$ cat config.mk
export PLATFORM = sky130hd
export DESIGN_NAME = alr_top
export DESIGN_NICKNAME = d
export VERILOG_FILES = /design/src/alr_pkg.sv /design/src/alr_meas_if.sv /design/src/alr_pin_sync.sv /design/src/alr_als_seq.sv /design/src/alr_top.sv
export SDC_FILE = /design/constraint.sdc
export NUM_CORES = 1
export LEC_CHECK = 0
export ABC_AREA = 1
export BUFFER_PORTS_ARGS = -buffer_cell sky130_fd_sc_hd__buf_4
export CAP_MARGIN = 10
export CELL_PAD_IN_SITES_DETAIL_PLACEMENT = 1
export CELL_PAD_IN_SITES_GLOBAL_PLACEMENT = 1
export CORE_ASPECT_RATIO = 1.1
export CORE_UTILIZATION = 41
export DETAILED_ROUTE_END_ITERATION = 16
export PLACE_DENSITY = 0.84
export SYNTH_ARGS = -nofsm -noshare
export SYNTH_HDL_FRONTEND = slang
export SYNTH_HIERARCHICAL = 1
export SYNTH_SLANG_ARGS = --single-unit
$ cat constraint.sdc
create_clock -name i_ref_clk -period 2.6 [get_ports i_ref_clk]
set_input_delay 0.13 -clock i_ref_clk [delete_from_list [all_inputs] [get_ports i_ref_clk]]
set_output_delay 0.13 -clock i_ref_clk [all_outputs]
set_load 0.1 [all_outputs]
$ cat src/alr_pkg.sv
`default_nettype none
// ==========================================================
// Shared constants for the ambient light readout block
package alr_pkg;
  // ==========================================================
  // Target address (7-bit, R/W appended gives 26h / 27h)
  localparam logic [6:0] ALR_I2C_ADDR = 7'h13;

  // ==========================================================
  // Register offsets
  localparam logic [7:0] ALR_REG_COMMAND = 8'h80;
  localparam logic [7:0] ALR_REG_LED_CURRENT = 8'h83;
  localparam logic [7:0] ALR_REG_ALS_CONFIG = 8'h84;
  localparam logic [7:0] ALR_REG_RESULT_HIGH = 8'h85;
  localparam logic [7:0] ALR_REG_RESULT_LOW = 8'h86;

  // ==========================================================
  // Field positions
  localparam int ALR_CMD_PERIODIC_BIT = 2;
  localparam int ALR_CMD_ONESHOT_BIT = 4;
  localparam int ALR_CMD_READY_BIT = 6;
  localparam int ALR_CFG_CONTINUOUS_BIT = 7;
  localparam int ALR_CFG_AVG_LSB = 0;
  localparam int ALR_LED_CURRENT_W = 6;

  // ==========================================================
  // Reset values
  localparam logic [7:0] ALR_COMMAND_RESET = 8'h00;
  localparam logic [7:0] ALR_CONFIG_RESET = 8'h00;
  localparam logic [5:0] ALR_LED_CURRENT_RESET = 6'h00;

  // ==========================================================
  // Timing: figures in their own units, counts derived at 100 MHz
  localparam int ALR_CLK_HZ = 100000000;
  localparam int ALR_FRAME_MS = 100;
  localparam int ALR_CONV_US = 300;
  localparam int ALR_FRAME_CYCLES = (ALR_CLK_HZ / 1000) * ALR_FRAME_MS;
  localparam int ALR_CONV_CYCLES = (ALR_CLK_HZ / 1000000) * ALR_CONV_US;
endpackage
`default_nettype wire

$ cat src/alr_meas_if.sv
`timescale 1ns/10ps
`default_nettype none
// ==========================================================
// Control and result link between register file and sequencer
interface alr_meas_if;
  logic req;
  logic continuous;
  logic [2:0] avg_sel;
  logic busy;
  logic conv;
  logic done;
  logic [15:0] result;
  modport ctrl (output req, output continuous, output avg_sel, input busy, input conv, input done, input result);
  modport seq (input req, input continuous, input avg_sel, output busy, output conv, output done, output result);
endinterface
`default_nettype wire

$ cat src/alr_pin_sync.sv
`timescale 1ns/10ps
`default_nettype none
// ==========================================================
// Three-stage pin synchroniser with agreement filter
module alr_pin_sync
#(
  parameter int W = 2
)
(
  input wire logic i_ref_clk,
  input wire logic i_rst_n,
  input wire logic i_ce,
  input wire logic [W-1:0] i_pin,
  output logic [W-1:0] o_level
);
  genvar g;
  generate
    for (g = 0; g < W; g++)
    begin : gen_bit
      logic s1;
      logic s2;
      logic s3;
      // Stage one feeds stage two only; level moves when two and three agree
      always_ff @(posedge i_ref_clk)
      begin
        if (!i_rst_n)
        begin
          s1 <= 1'b1;
          s2 <= 1'b1;
          s3 <= 1'b1;
          o_level[g] <= 1'b1;
        end
        else if (i_ce)
        begin
          s1 <= i_pin[g];
          s2 <= s1;
          s3 <= s2;
          if (s2 == s3)
          begin
            o_level[g] <= s3;
          end
        end
      end
    end
  endgenerate
endmodule
`default_nettype wire

$ cat src/alr_als_seq.sv
`timescale 1ns/10ps
`default_nettype none
// ==========================================================
// Ambient light conversion sequencer with averaging
module alr_als_seq
  import alr_pkg::*;
#(
  parameter int FRAME_CYCLES = ALR_FRAME_CYCLES,
  parameter int CONV_CYCLES = ALR_CONV_CYCLES
)
(
  input wire logic i_ref_clk,
  input wire logic i_rst_n,
  input wire logic i_ce,
  input wire logic [15:0] i_light_level,
  alr_meas_if.seq m
);
  typedef enum logic [1:0] {
    ALR_SEQ_IDLE = 2'b00,
    ALR_SEQ_CONV = 2'b01,
    ALR_SEQ_WAIT = 2'b10
  } alr_seq_state_t;

  alr_seq_state_t state;
  logic [31:0] frame_cnt;
  logic [31:0] conv_cnt;
  logic [7:0] samples;
  logic [22:0] accum;
  logic [7:0] target;
  logic conv_end;
  logic last_sample;

  assign target = 8'h01 << m.avg_sel;
  assign conv_end = (conv_cnt == 32'(CONV_CYCLES - 1));
  assign last_sample = (samples == target - 8'h01);
  assign m.busy = (state != ALR_SEQ_IDLE);
  assign m.conv = (state == ALR_SEQ_CONV);

  // ==========================================================
  // Frame timer runs from the first sample of every measurement
  always_ff @(posedge i_ref_clk)
  begin
    if (!i_rst_n)
      frame_cnt <= '0;
    else if (i_ce)
      frame_cnt <= (state == ALR_SEQ_IDLE) ? 32'h0000_0000 : frame_cnt + 32'h0000_0001;
  end

  // ==========================================================
  // Sample timing, accumulation and result publication
  always_ff @(posedge i_ref_clk)
  begin
    if (!i_rst_n)
    begin
      state <= ALR_SEQ_IDLE;
      conv_cnt <= '0;
      samples <= '0;
      accum <= '0;
      m.done <= 1'b0;
      m.result <= 16'h0000;
    end
    else if (i_ce)
    begin
      m.done <= 1'b0;
      unique case (state)
        ALR_SEQ_IDLE:
        begin
          conv_cnt <= '0;
          samples <= '0;
          accum <= '0;
          // One-shot flag clears a cycle after done, so skip that cycle
          if (m.req && !m.done)
            state <= ALR_SEQ_CONV;
        end
        ALR_SEQ_CONV:
        begin
          conv_cnt <= conv_end ? 32'h0000_0000 : conv_cnt + 32'h0000_0001;
          if (conv_end)
          begin
            accum <= accum + 23'(i_light_level);
            samples <= samples + 8'h01;
            if (last_sample)
            begin
              if (m.continuous)
              begin
                // mean published at once in continuous mode
                m.result <= 16'((accum + 23'(i_light_level)) >> m.avg_sel);
                m.done <= 1'b1;
                state <= ALR_SEQ_IDLE;
              end
              else
                state <= ALR_SEQ_WAIT;
            end
            // next sample starts with no gap
          end
        end
        ALR_SEQ_WAIT:
        begin
          if (frame_cnt >= 32'(FRAME_CYCLES - 1))
          begin
            // accumulator holds the full sum while waiting
            m.result <= 16'(accum >> m.avg_sel);
            m.done <= 1'b1;
            state <= ALR_SEQ_IDLE;
          end
        end
        default:
          state <= ALR_SEQ_IDLE;
      endcase
    end
  end
endmodule
`default_nettype wire

$ cat src/alr_top.sv
`timescale 1ns/10ps
`default_nettype none
module alr_top
  import alr_pkg::*;
#(
  parameter int FRAME_CYCLES = ALR_FRAME_CYCLES,
  parameter int CONV_CYCLES = ALR_CONV_CYCLES
)
(
  input wire logic i_ref_clk,
  input wire logic i_rst_n,
  input wire logic i_ce,
  input wire logic i_scl,
  input wire logic i_sda,
  input wire logic [15:0] i_light_level,
  output logic o_sda_out,
  output logic o_sda_oe_n,
  output logic o_standby,
  output logic o_als_conv_en,
  output logic o_led_sink_en,
  output logic [5:0] o_led_current
);
  typedef enum logic [3:0] {
    ALR_I2C_IDLE = 4'b0000,
    ALR_I2C_ADDR = 4'b0001,
    ALR_I2C_ADDR_ACK = 4'b0010,
    ALR_I2C_PTR = 4'b0011,
    ALR_I2C_PTR_ACK = 4'b0100,
    ALR_I2C_WDATA = 4'b0101,
    ALR_I2C_WDATA_ACK = 4'b0110,
    ALR_I2C_RDATA = 4'b0111,
    ALR_I2C_RACK = 4'b1000
  } alr_i2c_state_t;

  alr_meas_if meas ();

  // ==========================================================
  // Pin conditioning
  logic [1:0] pins;
  logic scl;
  logic sda;
  logic scl_d;
  logic sda_d;
  logic scl_rise;
  logic scl_fall;
  logic start_cond;
  logic stop_cond;

  alr_pin_sync #(.W(2)) u_sync (
    .i_ref_clk(i_ref_clk),
    .i_rst_n(i_rst_n),
    .i_ce(i_ce),
    .i_pin({i_scl, i_sda}),
    .o_level(pins)
  );

  assign scl = pins[1];
  assign sda = pins[0];

  // Previous levels for edge and condition detection
  always_ff @(posedge i_ref_clk)
  begin
    if (!i_rst_n)
    begin
      scl_d <= 1'b1;
      sda_d <= 1'b1;
    end
    else if (i_ce)
    begin
      scl_d <= scl;
      sda_d <= sda;
    end
  end

  assign scl_rise = scl & ~scl_d;
  assign scl_fall = ~scl & scl_d;
  // start and repeated start look alike
  assign start_cond = scl & scl_d & sda_d & ~sda;
  assign stop_cond = scl & scl_d & ~sda_d & sda;

  // ==========================================================
  // Register state
  logic [7:0] ptr;
  logic periodic_en;
  logic oneshot_pend;
  logic data_ready;
  logic [7:0] als_config;
  logic [5:0] led_current;
  logic wr_stb;
  logic rd_done_stb;
  logic [7:0] rx_byte;

  // Register read decode, shared by load of first and later bytes
  function automatic logic [7:0] reg_read(input logic [7:0] addr);
    logic [7:0] v;
    v = 8'h00;
    unique case (addr)
      ALR_REG_COMMAND:
      begin
        v[ALR_CMD_PERIODIC_BIT] = periodic_en;
        v[ALR_CMD_ONESHOT_BIT] = oneshot_pend;
        v[ALR_CMD_READY_BIT] = data_ready;
      end
      ALR_REG_LED_CURRENT:
        v = {2'b00, led_current};
      ALR_REG_ALS_CONFIG:
        v = als_config;
      ALR_REG_RESULT_HIGH:
        v = meas.result[15:8];
      ALR_REG_RESULT_LOW:
        v = meas.result[7:0];
      default:
        v = 8'h00;
    endcase
    return v;
  endfunction

  // ==========================================================
  // I2C target state machine
  alr_i2c_state_t state;
  logic [3:0] bit_cnt;
  logic [7:0] shift;
  logic [7:0] tx_byte;
  logic read_dir;
  logic host_nack;
  logic drive_low;
  logic [7:0] rd_next;

  // Byte that the pointer addresses, loaded at each read byte start
  assign rd_next = reg_read(ptr);

  always_ff @(posedge i_ref_clk)
  begin
    if (!i_rst_n)
    begin
      state <= ALR_I2C_IDLE;
      bit_cnt <= 4'h0;
      shift <= 8'h00;
      tx_byte <= 8'h00;
      read_dir <= 1'b0;
      host_nack <= 1'b0;
      drive_low <= 1'b0;
    end
    else if (i_ce)
    begin
      if (stop_cond)
      begin
        state <= ALR_I2C_IDLE;
        drive_low <= 1'b0;
      end
      else if (start_cond)
      begin
        state <= ALR_I2C_ADDR;
        bit_cnt <= 4'h0;
        drive_low <= 1'b0;
      end
      else if (scl_rise)
      begin
        // Data is sampled on the rising clock edge
        unique case (state)
          ALR_I2C_ADDR, ALR_I2C_PTR, ALR_I2C_WDATA:
          begin
            shift <= {shift[6:0], sda};
            bit_cnt <= bit_cnt + 4'h1;
          end
          ALR_I2C_RDATA:
            bit_cnt <= bit_cnt + 4'h1;
          ALR_I2C_RACK:
            host_nack <= sda;
          default:
            bit_cnt <= bit_cnt;
        endcase
      end
      else if (scl_fall)
      begin
        // Drive changes only while the clock is low
        unique case (state)
          ALR_I2C_IDLE:
            drive_low <= 1'b0;
          ALR_I2C_ADDR:
            if (bit_cnt == 4'h8)
            begin
              // match 26h write and 27h read
              if (shift[7:1] == alr_pkg::ALR_I2C_ADDR)
              begin
                state <= ALR_I2C_ADDR_ACK;
                read_dir <= shift[0];
                drive_low <= 1'b1;
              end
              else
                state <= ALR_I2C_IDLE;
            end
          ALR_I2C_ADDR_ACK:
          begin
            bit_cnt <= 4'h0;
            if (read_dir)
            begin
              state <= ALR_I2C_RDATA;
              tx_byte <= rd_next;
              drive_low <= ~rd_next[7];
            end
            else
            begin
              state <= ALR_I2C_PTR;
              drive_low <= 1'b0;
            end
          end
          ALR_I2C_PTR, ALR_I2C_WDATA:
            if (bit_cnt == 4'h8)
            begin
              state <= (state == ALR_I2C_PTR) ? ALR_I2C_PTR_ACK : ALR_I2C_WDATA_ACK;
              drive_low <= 1'b1;
            end
          ALR_I2C_PTR_ACK, ALR_I2C_WDATA_ACK:
          begin
            state <= ALR_I2C_WDATA;
            bit_cnt <= 4'h0;
            drive_low <= 1'b0;
          end
          ALR_I2C_RDATA:
            if (bit_cnt == 4'h8)
            begin
              state <= ALR_I2C_RACK;
              drive_low <= 1'b0;
            end
            else
              drive_low <= ~tx_byte[3'(4'h7 - bit_cnt)];
          ALR_I2C_RACK:
          begin
            bit_cnt <= 4'h0;
            if (host_nack)
            begin
              state <= ALR_I2C_IDLE;
              drive_low <= 1'b0;
            end
            else
            begin
              // Pointer already moved on, so this is the next register
              state <= ALR_I2C_RDATA;
              tx_byte <= rd_next;
              drive_low <= ~rd_next[7];
            end
          end
          default:
            state <= ALR_I2C_IDLE;
        endcase
      end
    end
  end

  // Byte events that touch the register file
  assign wr_stb = scl_fall & ~stop_cond & ~start_cond & (state == ALR_I2C_WDATA) & (bit_cnt == 4'h8);
  assign rd_done_stb = scl_fall & ~stop_cond & ~start_cond & (state == ALR_I2C_RDATA) & (bit_cnt == 4'h8);
  assign rx_byte = shift;

  // ==========================================================
  // Register pointer
  always_ff @(posedge i_ref_clk)
  begin
    if (!i_rst_n)
      ptr <= 8'h00;
    else if (i_ce)
    begin
      if (scl_fall & ~stop_cond & ~start_cond & (state == ALR_I2C_PTR) & (bit_cnt == 4'h8))
        ptr <= rx_byte;
      else if (rd_done_stb | wr_stb)
        ptr <= ptr + 8'h01;
    end
  end

  // ==========================================================
  // Writable registers
  always_ff @(posedge i_ref_clk)
  begin
    if (!i_rst_n)
    begin
      periodic_en <= ALR_COMMAND_RESET[ALR_CMD_PERIODIC_BIT];
      als_config <= ALR_CONFIG_RESET;
      led_current <= ALR_LED_CURRENT_RESET;
    end
    else if (i_ce && wr_stb)
    begin
      unique case (ptr)
        ALR_REG_COMMAND:
          periodic_en <= rx_byte[ALR_CMD_PERIODIC_BIT];
        ALR_REG_LED_CURRENT:
          led_current <= rx_byte[ALR_LED_CURRENT_W-1:0];
        ALR_REG_ALS_CONFIG:
          als_config <= rx_byte;
        default:
          als_config <= als_config;
      endcase
    end
  end

  // One-shot request: software sets, completion clears, a new set wins
  always_ff @(posedge i_ref_clk)
  begin
    if (!i_rst_n)
      oneshot_pend <= 1'b0;
    else if (i_ce)
    begin
      if (wr_stb && ptr == ALR_REG_COMMAND && rx_byte[ALR_CMD_ONESHOT_BIT])
        oneshot_pend <= 1'b1;
      else if (meas.done)
        oneshot_pend <= 1'b0;
    end
  end

  // Ready flag: set by a new result, cleared by reading the low byte; set wins
  always_ff @(posedge i_ref_clk)
  begin
    if (!i_rst_n)
      data_ready <= 1'b0;
    else if (i_ce)
    begin
      if (meas.done)
        data_ready <= 1'b1;
      else if (rd_done_stb && ptr == ALR_REG_RESULT_LOW)
        data_ready <= 1'b0;
    end
  end

  // ==========================================================
  // Measurement sequencer
  assign meas.req = periodic_en | oneshot_pend;
  assign meas.continuous = als_config[ALR_CFG_CONTINUOUS_BIT];
  assign meas.avg_sel = als_config[ALR_CFG_AVG_LSB +: 3];

  alr_als_seq #(
    .FRAME_CYCLES(FRAME_CYCLES),
    .CONV_CYCLES(CONV_CYCLES)
  ) u_seq (
    .i_ref_clk(i_ref_clk),
    .i_rst_n(i_rst_n),
    .i_ce(i_ce),
    .i_light_level(i_light_level),
    .m(meas.seq)
  );

  // ==========================================================
  // Registered outputs
  always_ff @(posedge i_ref_clk)
  begin
    if (!i_rst_n)
    begin
      o_sda_out <= 1'b0;
      o_sda_oe_n <= 1'b1;
      o_standby <= 1'b1;
      o_als_conv_en <= 1'b0;
      o_led_sink_en <= 1'b0;
      o_led_current <= 6'h00;
    end
    else if (i_ce)
    begin
      // Open drain: only ever pulls low
      o_sda_out <= 1'b0;
      o_sda_oe_n <= ~drive_low;
      o_standby <= ~(meas.req | meas.busy);
      o_als_conv_en <= meas.conv;
      // sink off in standby, setting kept
      o_led_sink_en <= (meas.req | meas.busy) & (led_current != 6'h00);
      o_led_current <= (meas.req | meas.busy) ? led_current : 6'h00;
    end
  end
endmodule
`default_nettype wire

==> impl_metrics.json <==
{
  "relSlewSlack": 0.306,
  "setup_viol": 0,
  "ir_worst_vdd_uv": 304,
  "synth_top_area_cell": "dfxtp_1",
  "max_freq_ghz": 0.418,
  "wl_met1_mm": 16.0,
  "post-place-ws_ns": 0.0921,
  "cap_violations": 0,
  "fin_crit_sh": 0.920,
  "cp.required_ns": 2.98,
  "final_util": 0.472,
  "fin_skew_ns": 0.0133,
  "cts_tree": "built",
  "portBuffers": 30,
  "finalHoldViolations": 0,
  "fp.dieH_um": 178,
  "power_per_cell_area_mw_per_mm2": 456,
  "final_cell_area_mm2": 0.0129,
  "grt_first_pass_wirelength_mm": 60.7,
  "core_mm2": 0.0273,
  "routed_wl_mm": 36.2,
  "area_growth_pct": 11.9,
  "drc": 0,
  "routedWlPerCell_um": 16.5,
  "rows": 63,
  "numCtsBuffers": 17,
  "synth_edf_count": 0,
  "cts_root_buf": "clkbuf_16",
  "synthFlopType": "dfxtp_1",
  "crit_fanout": 7,
  "die-area_mm2": 0.0287,
  "syn-num-nets": 1853,
  "placed_area_mm2": 0.0122,
  "ys_seq_area_frac": 0.324,
  "fin_nets": 1886,
  "path_clk_slew_ns": 0.08,
  "route.met3.wl_um": 906,
  "slew_viol_final": 0,
  "status": "completed",
  "clock_path_buffers": 2,
  "cp-start-kind": "register",
  "antenna_found_initial": 0,
  "drtIter0Drc": 679,
  "grtUsageTotal": 0.262,
  "pin_count": 32,
  "drtPass1Iterations": 7,
  "clock-sinks": 186,
  "fin_ws_ns": 0.207,
  "vias": 12000,
  "place_congestion": 0.908,
  "hold_class": "in2reg",
  "synth.distinct_cells": 54,
  "dr_wl_met2_mm": 18.3,
  "ys_warn_count": 6,
  "die_w_um": 162,
  "syn_inst": 1799,
  "p_leak_uw": 0.00544,
  "avgViaCountPerCell": 5.43,
  "drive_gt1_frac": 0.0900,
  "start_util": 0.422,
  "insertion_delay_ns": 0.45,
  "syn_area_mm2": 0.0115,
  "antenna_left": 0,
  "arrival_ns": 2.77,
  "synth_seq_cells": 186,
  "syn-mean-instance-area_um2": 6.40,
  "grt_pass1_vias": 12400,
  "hpwlAfterDp_mm": 27.0,
  "grt-ovfl-total": 0,
  "tightest_slew_ns": 1.04,
  "async_flop_share": 0,
  "grt_max_degree": 31,
  "ys_top_cells_by_area": "dfxtp_1, nand2_1, nand3_1, inv_1, nor2_1",
  "dr.max_layer_used": "met4",
  "end_kind": "register",
  "fin_crit_ns": 2.39,
  "insertedDiodeCount": 0,
  "synth_top_cell_area_share": 0.324,
  "worstSetupPathType": "reg2reg",
  "cts_max_level": 4
}
worst max-delay path, stage by stage (launching register included):
cell and delay, ns:
dfxtp_1 0.33, ha_1 0.38, or2_2 0.32, nand3_1 0.11
nand2_1 0.15, nand2_1 0.10, nand2_1 0.07, o21ai_1 0.26
nand2_1 0.09, nand2_1 0.10, nor2_1 0.05, o21ai_0 0.18
inv_1 0.06, a21oi_1 0.14
registers in the layout, summed over array words and instances (netlist names), 2 cells and up:
signal / flops
u_seq/m.result: 16
u_sync/gen_bit.s3: 2
ptr: 8
u_seq/frame_cnt: 32
als_config: 8
u_seq/conv_cnt: 32
state: 4
u_seq/samples: 8
o_led_current: 6
u_sync/gen_bit.s2: 2
rx_byte: 8
u_seq/state: 2
led_current: 6
bit_cnt: 4
u_seq/accum: 23
u_sync/gen_bit.s1: 2
tx_byte: 8
u_sync/o_level: 2
where the power goes:
group	switching [uW]	internal [uW]
Combinational	239	113
Sequential	11.0	2860
Clock	1330	1310
Total	1580	4290
cell type report:
| type | count | area [um2] |
|---|---|---|
| multi-input combinational | 1319 | 6670 |
| tap | 357 | 447 |
| fill | 3709 | 14400 |
| sequential | 186 | 3730 |
| clock buffer | 18 | 439 |
| inverter | 241 | 906 |
| timing repair buffer | 67 | 532 |
| clock inverter | 14 | 158 |
per-layer routing:
metal / vias to the layer above / track usage
met5: - / 0
met1: 5760 / 0.313
met4: 0 / 0.102
met3: 69 / 0.0330
li1: 5966 / -
met2: 162 / 0.473
path summary, 6_finish.rpt:
kind                                     from                          endpoint  slack, ns  cells after the start
setup reg to reg  u_seq/accum[2]$_SDFFE_PN0P_    u_seq/m.result[3]$_SDFFE_PN0P_       0.21                     13
hold reg to reg        drive_low$_SDFFE_PN0P_           o_sda_oe_n$_SDFFE_PN1P_       0.44                      1
hold / removal                           i_ce  u_seq/frame_cnt[30]$_SDFFE_PN0P_       0.07                      3
setup / recovery  u_seq/accum[2]$_SDFFE_PN0P_    u_seq/m.result[3]$_SDFFE_PN0P_       0.21                     13
logic make-up (layout without fill, tap and decap cells):
logic type      count (synthesis)  after routing  synth area share
simple gates                  962            962             0.376
compound gates                295            295             0.141
buf+inv                       294            340             0.102
flops                         186            186             0.324
fa+ha+maj                      33             33            0.0365
xor+xnor                       28             28            0.0213
other cells                     1              1          0.000326
cell usage in the layout (no fill, tap or decap), types with 13 or more instances in the layout:
master       n
nand2_1    435
inv_1      225
nand3_1    207
dfxtp_1    184
nor2_1     163
a21oi_1    123
o21ai_0     93
buf_4       60
nor3_1      45
ha_1        30
nand4_1     29
xor2_1      22
o21ai_1     17
clkbuf_16   17
o22ai_1     17
inv_2       13
synthesized netlist by cell type (7+ instances only):
cell type  number
nand2_1       439
inv_1         226
nand3_1       209
dfxtp_1       186
nor2_1        166
a21oi_1       123
o21ai_0        94
nor3_1         46
ha_1           32
nand4_1        29
clkbuf_1       28
xor2_1         22
o22ai_1        17
o21ai_1        16
buf_2          12
inv_2          12
nor4_1         12
o211ai_1       11
and2_1         10
nand3b_1        8
nor2_2          8
nor3b_1         8
a211oi_1        7
what timing repair did:
action                                 CTS  global route
resized for setup                        0            20
setup buffers                            0             1
setup endpoints to repair                0            21
endpoints found under the hold margin    5             0
hold buffers                             5             0
stage by stage:
step / total power, uW / TNS (ns) / hold WS (ns) / std cells
final: 5870 / 0 / 0.0678 / 2202
after global routing: 6070 / -0.00935 / 0.0667 / 2202
after CTS: 5920 / 0 / 0.0372 / 2201
after detailed placement: 3280 / 0 / 0.357 / 2164
after global placement: 3270 / 0 / 0.346 / 2164
after floorplan: 3160 / 0 / 0.252 / 1799
(Power assumes the default switching activity.)
